<file path="src/design/gate_sel_pkg.sv">
package gate_sel_pkg;
	localparam int          DATA_W       = 8;
	localparam int          ADDR_W       = 4;
	localparam int          NUM_GATES    = 4;
	localparam int          NUM_DATA     = 4;
	localparam int          NUM_SRC      = 16;
	localparam int          SRC_SEL_W    = 3;
	localparam int          SRC_IDX_W    = 4;
	localparam logic [3:0]  ADDR_GATE1   = 4'h0;
	localparam logic [3:0]  ADDR_GATE2   = 4'h1;
	localparam logic [3:0]  ADDR_GATE3   = 4'h2;
	localparam logic [3:0]  ADDR_GATE4   = 4'h3;
	localparam logic [3:0]  ADDR_MIRROR  = 4'h4;
	localparam logic [3:0]  ADDR_SRC_LO  = 4'h5;
	localparam logic [3:0]  ADDR_SRC_HI  = 4'h6;
	localparam logic [7:0]  MIRROR_RST   = 8'h00;
	localparam logic [7:0]  SRC_RST      = 8'h00;
	localparam logic [7:0]  UNMAPPED_VAL = 8'h00;
	localparam int          SRC_LO_POS   = 0;
	localparam int          SRC_HI_POS   = 4;
	// Base offset of each data input's eight-source window, wrapping at sixteen
	localparam logic [3:0]  SRC_BASE [NUM_DATA] = '{4'h0, 4'h4, 4'h8, 4'hC};
endpackage : gate_sel_pkg

</file>
<file path="src/design/gate_sel_if.sv">
`timescale 1ns/1ps
`default_nettype none
interface gate_sel_if;
	import gate_sel_pkg::*;
	logic [DATA_W-1:0]    sel   [NUM_GATES];
	logic [NUM_DATA-1:0]  data;
	logic [NUM_GATES-1:0] gate;
	modport ctrl (output sel, output data, input gate);
	modport core (input sel, input data, output gate);
endinterface : gate_sel_if
`default_nettype wire

</file>
<file path="src/design/logic_cell_gate_select.sv">
`timescale 1ns/1ps
`default_nettype none
module logic_cell_gate_select
	import gate_sel_pkg::*;
(
	// Clock and reset
	input  wire logic                 sys_clk,
	input  wire logic                 rst_n,
	// Register port
	input  wire logic [ADDR_W-1:0]    reg_addr,
	input  wire logic [DATA_W-1:0]    reg_wdata,
	input  wire logic                 reg_wr,
	input  wire logic                 reg_rd,
	output logic      [DATA_W-1:0]    reg_rdata,
	// Cell sources and outputs
	input  wire logic [NUM_SRC-1:0]   cell_sources,
	input  wire logic                 first_cell_output,
	input  wire logic                 second_cell_output,
	// Gate results and selected data toward the logic function
	output logic      [NUM_GATES-1:0] gate_out,
	output logic      [NUM_DATA-1:0]  data_out
);
	////////////////////////////////////////////////////////////////////////
	logic [DATA_W-1:0]       sel_reg   [NUM_GATES];
	logic [DATA_W-1:0]       src_lo_reg;
	logic [DATA_W-1:0]       src_hi_reg;
	logic [1:0]              cell_meta_reg;
	logic [1:0]              cell_sync_reg;
	logic [DATA_W-1:0]       mirror_reg;
	logic [NUM_DATA-1:0]     data_reg;
	logic [NUM_GATES-1:0]    gate_reg;
	logic [DATA_W-1:0]       rdata_next;
	logic [NUM_GATES-1:0]    sel_seen_reg;
	gate_sel_if              gif ();

	function automatic logic [SRC_SEL_W-1:0] field(input logic [DATA_W-1:0] r,
		input int pos);
		field = r[pos +: SRC_SEL_W];
	endfunction : field

	function automatic logic gate_wr_hit(input logic wr, input logic [ADDR_W-1:0] addr,
		input int idx);
		gate_wr_hit = wr && addr == ADDR_GATE1 + ADDR_W'(idx);
	endfunction : gate_wr_hit

	// Each data signal as the true/inverted pair that a select byte masks
	function automatic logic [DATA_W-1:0] term_vec(input logic [NUM_DATA-1:0] d);
		for (int k = 0; k < NUM_DATA; k++) begin
			term_vec[2*k+1] = d[k];
			term_vec[2*k]   = ~d[k];
		end
	endfunction : term_vec

	////////////////////////////////////////////////////////////////////////
	// Select registers: no reset, so power-on value is unknown and other
	// resets leave them alone
	always_ff @(posedge sys_clk) begin
		for (int i = 0; i < NUM_GATES; i++) begin
			if (gate_wr_hit(reg_wr, reg_addr, i)) begin
				sel_reg[i] <= reg_wdata;
			end
		end
	end

	always_ff @(posedge sys_clk) begin
		if (!rst_n) begin
			src_lo_reg <= SRC_RST;
			src_hi_reg <= SRC_RST;
		end else begin
			if (reg_wr && reg_addr == ADDR_SRC_LO) begin
				src_lo_reg <= reg_wdata;
			end
			if (reg_wr && reg_addr == ADDR_SRC_HI) begin
				src_hi_reg <= reg_wdata;
			end
		end
	end

	////////////////////////////////////////////////////////////////////////
	// Data input selection: 3-bit field chooses within a window that wraps at
	// sixteen. Sources arrive from other logic on other clocks: synchronise first
	logic [NUM_SRC-1:0] src_meta_reg;
	logic [NUM_SRC-1:0] src_sync_reg;
	logic [NUM_DATA-1:0] data_sel_comb;
	always_comb begin
		logic [SRC_SEL_W-1:0] f2;
		f2 = '0;
		for (int d = 0; d < NUM_DATA; d++) begin
			f2 = (d < 2) ? field(src_lo_reg, (d == 0) ? SRC_LO_POS : SRC_HI_POS)
				: field(src_hi_reg, (d == 2) ? SRC_LO_POS : SRC_HI_POS);
			data_sel_comb[d] = src_sync_reg[SRC_BASE[d] + {1'b0, f2}];
		end
	end

	always_ff @(posedge sys_clk) begin
		if (!rst_n) begin
			src_meta_reg <= '0;
			src_sync_reg <= '0;
			data_reg     <= '0;
		end else begin
			src_meta_reg <= cell_sources;
			src_sync_reg <= src_meta_reg;
			data_reg     <= data_sel_comb;
		end
	end

	assign gif.data = data_reg;
	for (genvar gi = 0; gi < NUM_GATES; gi++) begin : gen_sel
		assign gif.sel[gi] = sel_reg[gi];
	end

	gate_or_core u_core (
		.g (gif)
	);

	always_ff @(posedge sys_clk) begin
		if (!rst_n) begin
			gate_reg <= '0;
		end else begin
			gate_reg <= gif.gate;
		end
	end
	assign gate_out = gate_reg;
	assign data_out = data_reg;

	////////////////////////////////////////////////////////////////////////
	// Cell output mirror, synchronised
	always_ff @(posedge sys_clk) begin
		if (!rst_n) begin
			cell_meta_reg <= '0;
			cell_sync_reg <= '0;
			mirror_reg    <= MIRROR_RST;
		end else begin
			cell_meta_reg <= {second_cell_output, first_cell_output};
			cell_sync_reg <= cell_meta_reg;
			mirror_reg    <= {{(DATA_W-2){1'b0}}, cell_sync_reg};
		end
	end

	////////////////////////////////////////////////////////////////////////
	// Read port
	always_comb begin
		rdata_next = UNMAPPED_VAL;
		unique case (reg_addr)
			ADDR_GATE1:  rdata_next = sel_reg[0];
			ADDR_GATE2:  rdata_next = sel_reg[1];
			ADDR_GATE3:  rdata_next = sel_reg[2];
			ADDR_GATE4:  rdata_next = sel_reg[3];
			ADDR_MIRROR: rdata_next = mirror_reg;
			ADDR_SRC_LO: rdata_next = src_lo_reg;
			ADDR_SRC_HI: rdata_next = src_hi_reg;
			default:     rdata_next = UNMAPPED_VAL;
		endcase
	end

	always_ff @(posedge sys_clk) begin
		if (!rst_n) begin
			reg_rdata <= '0;
		end else if (reg_rd) begin
			reg_rdata <= rdata_next;
		end else begin
			reg_rdata <= '0;
		end
	end

	////////////////////////////////////////////////////////////////////////
	// Checks
	// Check helper: a select byte is unknown until written, so the hold checks
	// wait for a first write; rst_n clears it, so the over-reset hold checks cover only the first cycle of each reset
	always_ff @(posedge sys_clk) begin
		if (!rst_n) begin
			sel_seen_reg <= '0;
		end else begin
			for (int i = 0; i < NUM_GATES; i++) begin
				if (gate_wr_hit(reg_wr, reg_addr, i)) begin
					sel_seen_reg[i] <= 1'b1;
				end
			end
		end
	end
endmodule : logic_cell_gate_select
`default_nettype wire

</file>
<file path="src/design/gate_or_core.sv">
`timescale 1ns/1ps
`default_nettype none
module gate_or_core
	import gate_sel_pkg::*;
(
	gate_sel_if.core g
);
	// Bit 2k+1 is data k+1 true, bit 2k is data k+1 inverted
	for (genvar gi = 0; gi < NUM_GATES; gi++) begin : gen_gate
		logic [DATA_W-1:0] terms;
		for (genvar di = 0; di < NUM_DATA; di++) begin : gen_term
			assign terms[2*di+1] = g.sel[gi][2*di+1] & g.data[di];
			assign terms[2*di]   = g.sel[gi][2*di] & ~g.data[di];
		end
		assign g.gate[gi] = |terms;
	end
endmodule : gate_or_core
`default_nettype wire

</file>
<file path="config.mk">
export PLATFORM = sky130hd
export DESIGN_NAME = logic_cell_gate_select
export DESIGN_NICKNAME = d
export VERILOG_FILES = /design/src/design/gate_sel_pkg.sv /design/src/design/gate_sel_if.sv /design/src/design/logic_cell_gate_select.sv /design/src/design/gate_or_core.sv
export SDC_FILE = /design/constraint.sdc
export NUM_CORES = 1
export LEC_CHECK = 0
export ABC_AREA = 1
export ABC_CLOCK_PERIOD_IN_PS = 3950
export BUFFER_PORTS_ARGS = -buffer_cell sky130_fd_sc_hd__buf_2
export CORE_MARGIN = 3
export CORE_UTILIZATION = 55
export CTS_CLUSTER_SIZE = 8
export DETAILED_ROUTE_END_ITERATION = 7
export GPL_ROUTABILITY_DRIVEN = 1
export PLACE_DENSITY_LB_ADDON = 0.2
export SLEW_MARGIN = 5
export SYNTH_ARGS = -nofsm -noshare
export SYNTH_HDL_FRONTEND = slang
export SYNTH_SLANG_ARGS = --single-unit
export TNS_END_PERCENT = 20
</file>
<file path="constraint.sdc">
create_clock -name sys_clk -period 3.95 [get_ports sys_clk]
set_input_delay 0.9875 -clock sys_clk [delete_from_list [all_inputs] [get_ports sys_clk]]
set_output_delay 0.9875 -clock sys_clk [all_outputs]
set_load 0.005 [all_outputs]
</file>
==> results.toml, run 1 <==
[setup_path]
r2r_end = "gate_out[3]"
cp-startpoint = "reg_addr[0]"
worst_r2r_path_depth = 4
crit_arrival_ns = 2.27
cp-end-kind = "register"
startpoint_type = "input port"
cp_max_fo = 16
critical-path-slowest-cell = "nor2_1"
worst-setup-path-type = "input port to register"
r2r_start = "data_out[1]"
r2r_slack_ns = 2.72
critPathMaxStageDelay_ns = 0.53
crit_required_ns = 3.94
crit_chain = "buf_2 > inv_2 > nor2_4 > nand2_1 > nor2_1"

[power_and_ir_drop]
p_leak_nw = 2.056
p_seq_frac = 0.619
power.switching_uw = 423.8
cellPowerDensity_nw_per_um2 = 403.7
p_total_mw = 1.821
comb_power_share = 0.065
worst_ir_drop_vdd_uv = 231.0
clockPowerShare = 0.316
p_int_mw = 1.397
power_switching_share = 0.2327

[timing]
setup_violations = 0
hold_viol = 0
tightest_slew_ns = 0.6727
relSlewSlack = 0.5510
rsz0062_at_grt = "no"
fin_skew_ns = 0.006957
finalCritPeriodShare = 0.5773
fmax_mhz = 438.6
final.setup.tns_ns = 0
hold_slack_ns = 0.4168
slew_violations = 0
post-route-min-period_ns = 2.280

[grt]
grt_max_degree = 27
grt_pass1_wl_um = 13860
use_met1 = 0.2848
grt_use_met3 = 0.03035
antenna_found_initial = 0
grt_util_met2 = 0.3366
grt-ovfl-total = 0
top_usage_layer = "met2"
track_usage = 0.2127
grt_pass1_vias = 2962

[synthesis]
synthCells = 464
synth-seq-area-share = 0.5854
synth-seq-cells = 102
avgSynthCellArea_um2 = 8.696
synth_area_um2 = 4035
ys_types = 24
syn_nets = 498
ys_warn_count = 0

[placement]
hpwlAfterDp_um = 6028
numPortBuffers = 49
gp_congestion = 0.8508
dp_cells = 594

[final_layout]
nets = 543
n_antenna_cell = 0
layout-drive-gt1-share = 0.1634
largest_reg_flops = 32
instances_no_fill = 610
syn_to_final_growth_pct = 11.78
utilization = 0.6496

[floorplanning]
io_pins = 50
initial_utilization = 0.5811
die_x_um = 91.66
die_y_um = 91.66
core_um2 = 6944
die-area_um2 = 8401
num_rows = 30

[clock_tree]
numCtsBuffers = 9
insertion_delay_ns = 0.35
clk_pin_slew_ns = 0.09
cts_max_path_buffers = 2
cts.sinks = 102
postCtsSetupBuffers = 0
cts_resized = 0
cts_tree = "built"
holdBufCountCts = 0
cts-htree-levels = 3
cts_root_buffer = "clkbuf_8"

[routing]
drc_errors = 0
vias_per_cell = 5.244
drt_iter0_drc = 306
detailedRoute.firstPassIterationCount = 5
drt-total-wl_um = 8452
antenna_left = 0
dr_total_vias = 3199
wl_per_cell_um = 13.86

[status]
status = "finished clean"

[min_path]
hold_path.startpoint = "src_meta_reg[6]"
worstHoldPathType = "register to register"
hold_path_end = "src_sync_reg[6]"
hold_path_depth = 2

[job]
cap_viol_max_count = 0
[cell families after synthesis]
group | count (synthesis) | share of synthesized area
multiplexers | 7 | 0.01737
AND/OR/NAND/NOR | 218 | 0.2381
flip-flops | 102 | 0.5854
AO/OA/AOI/OAI | 51 | 0.07070
buffers and inverters | 86 | 0.08837
[cell type report]
cell class,instances,area [um^2]
clock buffers,10,137.6
clock inverters,6,35.03
fillers,599,2434
inverters,65,249.0
multi-input cells,276,1316
flip-flops and latches,102,2362
well taps,96,120.1
repair buffers,55,290.3
[metal layers]
| layer | up-vias | part of all wire |
|---|---|---|
| li1 | 1577 | - |
| met1 | 1451 | 0.43 |
| met2 | 144 | 0.47 |
| met3 | 27 | 0.070 |
| met4 | 0 | 0.029 |
| met5 | - | 0 |
[critical path, delay by kind of cell]
| family | cells | cell delay (ns) |
|---|---|---|
| AND/OR/NAND/NOR | 3 | 1.02 |
| buffers and inverters | 2 | 0.27 |
[power groups by stage]
stage	clock [mW]	combinational (mW)	sequential, mW
5_1_grt	0.637	0.135	1.13
3_3_place_gp	0	0.114	1.15
3_5_place_dp	0	0.117	1.15
2_1_floorplan	0	0.0755	1.15
6_report	0.575	0.118	1.13
4_1_cts	0.591	0.118	1.13
[per-stage QoR]
step                instance area (um^2)  setup slack [ns]
floorplan                           4035             1.438
global placement                    4338             1.405
detailed placement                  4338             1.299
CTS                                 4511             1.687
global route                        4511             1.577
finish                              4511             1.670
[synth_stat cells (all sizes together)]
master,count,area (um^2)
nand2,113,424.2
dfxtp,70,1401
inv,64,240.2
nand3,60,330.3
nor2,42,188.9
edfxtp,32,960.9
a21oi,27,135.1
clkbuf,13,48.80
o211ai,12,90.09
o21ai,12,60.06
buf,8,58.80
mux2i,7,70.07
nor4,2,12.51
clkinv,1,8.760
nor3,1,5.000
[how the worst max path moves through the flow]
stage                     to  depth (start not counted)
6_report       sel_reg[1][7]                          5
5_1_grt        sel_reg[1][3]                          5
3_3_place_gp   sel_reg[1][5]                          5
3_5_place_dp   sel_reg[1][7]                          5
2_1_floorplan  sel_reg[0][0]                          3
4_1_cts        sel_reg[1][7]                          5
[layout by cell type, fill, tap and decap left out, drive strengths merged, types with 12 or more instances in the layout]
| master | n |
|---|---|
| a21oi | 27 |
| buf | 55 |
| dfxtp | 70 |
| edfxtp | 32 |
| inv | 66 |
| nand2 | 113 |
| nand3 | 60 |
| nor2 | 42 |
| o211ai | 12 |
| o21ai | 12 |
Note: power is estimated with default switching activity, not from simulation.
==> run 2, diff against run 1 <==
--- a/config.mk
+++ b/config.mk
@@ -5,11 +5,11 @@
 export SDC_FILE = /design/constraint.sdc
 export NUM_CORES = 1
 export LEC_CHECK = 0
-export ABC_AREA = 1
-export ABC_CLOCK_PERIOD_IN_PS = 3950
+export ABC_AREA = 0
+export ABC_CLOCK_PERIOD_IN_PS = 1900
 export BUFFER_PORTS_ARGS = -buffer_cell sky130_fd_sc_hd__buf_2
 export CORE_MARGIN = 3
-export CORE_UTILIZATION = 55
+export CORE_UTILIZATION = 51
 export CTS_CLUSTER_SIZE = 8
 export DETAILED_ROUTE_END_ITERATION = 7
 export GPL_ROUTABILITY_DRIVEN = 1
==> constraint.sdc (replaced) <==
create_clock -name sys_clk -period 1.9 [get_ports sys_clk]
set_input_delay 0.475 -clock sys_clk [delete_from_list [all_inputs] [get_ports sys_clk]]
set_output_delay 0.475 -clock sys_clk [all_outputs]
set_load 0.005 [all_outputs]
==> run 2 against run 1 <==
- cell area increased by 1.2%
- sequential cell count unchanged
- total power increased by 110%
- non-clock buffer count increased by 11
- sequential share of layout area decreased by 0.62 points
- sequential power increased by 110%
- routed wire length about the same
- synthesized cell count decreased by 29%
- die area increased by 6.7%
==> results.toml, run 2 <==
[status]
status = "finished clean"

[clock_tree]
cts_resized = 0
clk_pin_slew_ns = 0.09
holdBufCountCts = 0
cts_root_buffer = "clkbuf_8"
cts.sinks = 102
cts-htree-levels = 3
cts_tree = "built"
postCtsSetupBuffers = 0
cts_max_path_buffers = 2
numCtsBuffers = 9
insertion_delay_ns = 0.36

[synthesis]
synthCells = 331
synth-seq-cells = 102
synth_area_um2 = 4009
syn_nets = 365
synth_top_area_frac = 0.3496
synth-seq-area-share = 0.5893
yosysMostFrequentCell = "dfxtp_1"
synthFlopType = "dfxtp_1"
synth_common_cells = "70 x dfxtp_1, 39 x and2_1, 32 x edfxtp_1, 25 x mux2i_1, 20 x o21ai_0"
async_reset_ff_frac = 0
synth.area.top_cells = "dfxtp_1 35%, edfxtp_1 24%, mux2i_1 6.2%"
ys_types = 37
synth_area_leader_cell = "dfxtp_1"
ys_warn_count = 0
synth-edff-count = 32
avgSynthCellArea_um2 = 12.11

[final_layout]
utilization = 0.6129
largest_reg_flops = 32
n_fill_cell = 642
nets = 417
n_antenna_cell = 0
final_common_cell = "dfxtp_1"
seqCellArea_um2 = 2362
syn_to_final_growth_pct = 13.86
multi_input_area_um2 = 1500
final_cell_mix = "70 x dfxtp_1, 49 x buf_2, 39 x and2_1"
layout-drive-gt1-share = 0.2500

[setup_path]
crit_family = "flip-flops"
worst-setup-path-type = "register to primary output"
crit_chain = "buf_2"
cp_max_fo = 5
cp-end-kind = "primary output"
crit_arrival_ns = 1.04
startpoint_type = "register"
critPathMaxStageDelay_ns = 0.51
crit_required_ns = 1.42
cp_num_buf_inv = 1
critical-path-slowest-cell = "dfxtp_1"

[power_and_ir_drop]
cellPowerDensity_nw_per_um2 = 855.6
worst_ir_drop_vdd_uv = 474.6
p_leak_nw = 1.733
p_total_mw = 3.905

[floorplanning]
io_pins = 50
core_um2 = 7447
num_rows = 31
die_x_um = 94.66
die-area_um2 = 8961
die_y_um = 94.66
initial_utilization = 0.5383

[job]
cap_viol_max_count = 0

[placement]
gp_congestion = 0.8917
pre_cts_slack_ns = 0.06884
numPortBuffers = 49
hpwlAfterDp_um = 6189

[routing]
antenna_left = 0
drc_errors = 0
drt_iter0_drc = 263
wl_met2_um = 3864
drt-total-wl_um = 8444
dr.max_layer_used = "met4"
detailedRoute.firstPassIterationCount = 4
wl_per_cell_um = 17.34
dr_total_vias = 2707
vias_per_cell = 5.559
wl_met3_um = 545
drt-met1-wl_um = 3881

[timing]
tightest_slew_ns = 0.5011
worst_slack_ns = 0.3820
relSlewSlack = 0.6656
rsz0062_at_grt = "no"
fmax_mhz = 658.7
finalCritPeriodShare = 0.7990
setup_violations = 0
slew_violations = 0
post-route-min-period_ns = 1.518
final.setup.tns_ns = 0
hold_viol = 0
fin_skew_ns = 0.007339
hold_slack_ns = 0.3148

[grt]
track_usage = 0.2040
grt-ovfl-total = 0
antenna_found_initial = 0
grt_max_degree = 31
grt_pass1_wl_um = 13450
grt_pass1_vias = 2616

[min_path]
worstHoldPathType = "input port to register"
## run 2: cell types whose count changed in the layout (fill, tap and decap cells not counted), sizes merged, moves of 12 or more
cell	before	now
nand2	113	3
inv	66	5
nand3	60	19
and2	0	39
nor2	42	10
mux2i	7	25
o211ai	12	0
## run 2: path summary, 6_finish.rpt
| check | start | end | slack (ns) | depth (start not counted) |
|---|---|---|---|---|
| hold / removal | cell_sources[15] | src_meta_reg[15] | 0.31 | 2 |
| hold reg to reg | src_meta_reg[12] | src_sync_reg[12] | 0.44 | 1 |
| setup reg to reg | src_hi_reg[4] | data_out[3] | 0.54 | 3 |
| setup / recovery | data_out[1] | data_out[1] | 0.38 | 1 |
## run 2: cell type report
class                           instances  area share
Timing Repair Buffer                   66     0.08169
Clock buffer                           11     0.03564
Inverter                                3    0.002467
Clock inverter                          5    0.006853
Tap cell                               99     0.02714
Sequential cell                       102      0.5175
Multi-Input combinational cell        201      0.3287
## run 2: layer usage
| metal | track usage | vias to the layer above |
|---|---|---|
| li1 | - | 1307 |
| met1 | 0.2848 | 1307 |
| met2 | 0.3112 | 82 |
| met3 | 0.04223 | 11 |
| met4 | 0.08293 | 0 |
| met5 | 0 | - |
## run 2: per-stage QoR
step                      area [um^2]  cells
after floorplan                  4009    331
after global placement           4370    471
after detailed placement         4370    471
after CTS                        4564    487
after global routing             4564    487
final                            4564    487
## run 2: cell families (layout without fill, tap and decap cells)
group                  Yosys count  in the layout  synth area share
DFF                            102            102            0.5893
and+or+nand+nor                 99             99            0.1504
buffers and inverters           28             85           0.03651
AOI/OAI and AO/OA               61             61           0.09395
muxes                           41             41            0.1298
## run 2: worst reg2reg max path: stages, from the launching register on
cell and delay [ns]:
dfxtp_1 0.46, mux4_2 0.59, mux2i_1 0.16, nor2_1 0.05
## run 2: power breakdown
group | leakage, nW | switching [mW] | total (mW) | internal (mW)
clock | 0.106 | 0.707 | 1.30 | 0.590
sequential | 0.863 | 0.0314 | 2.34 | 2.31
combinational | 0.763 | 0.142 | 0.268 | 0.126
total | 1.73 | 0.881 | 3.91 | 3.02
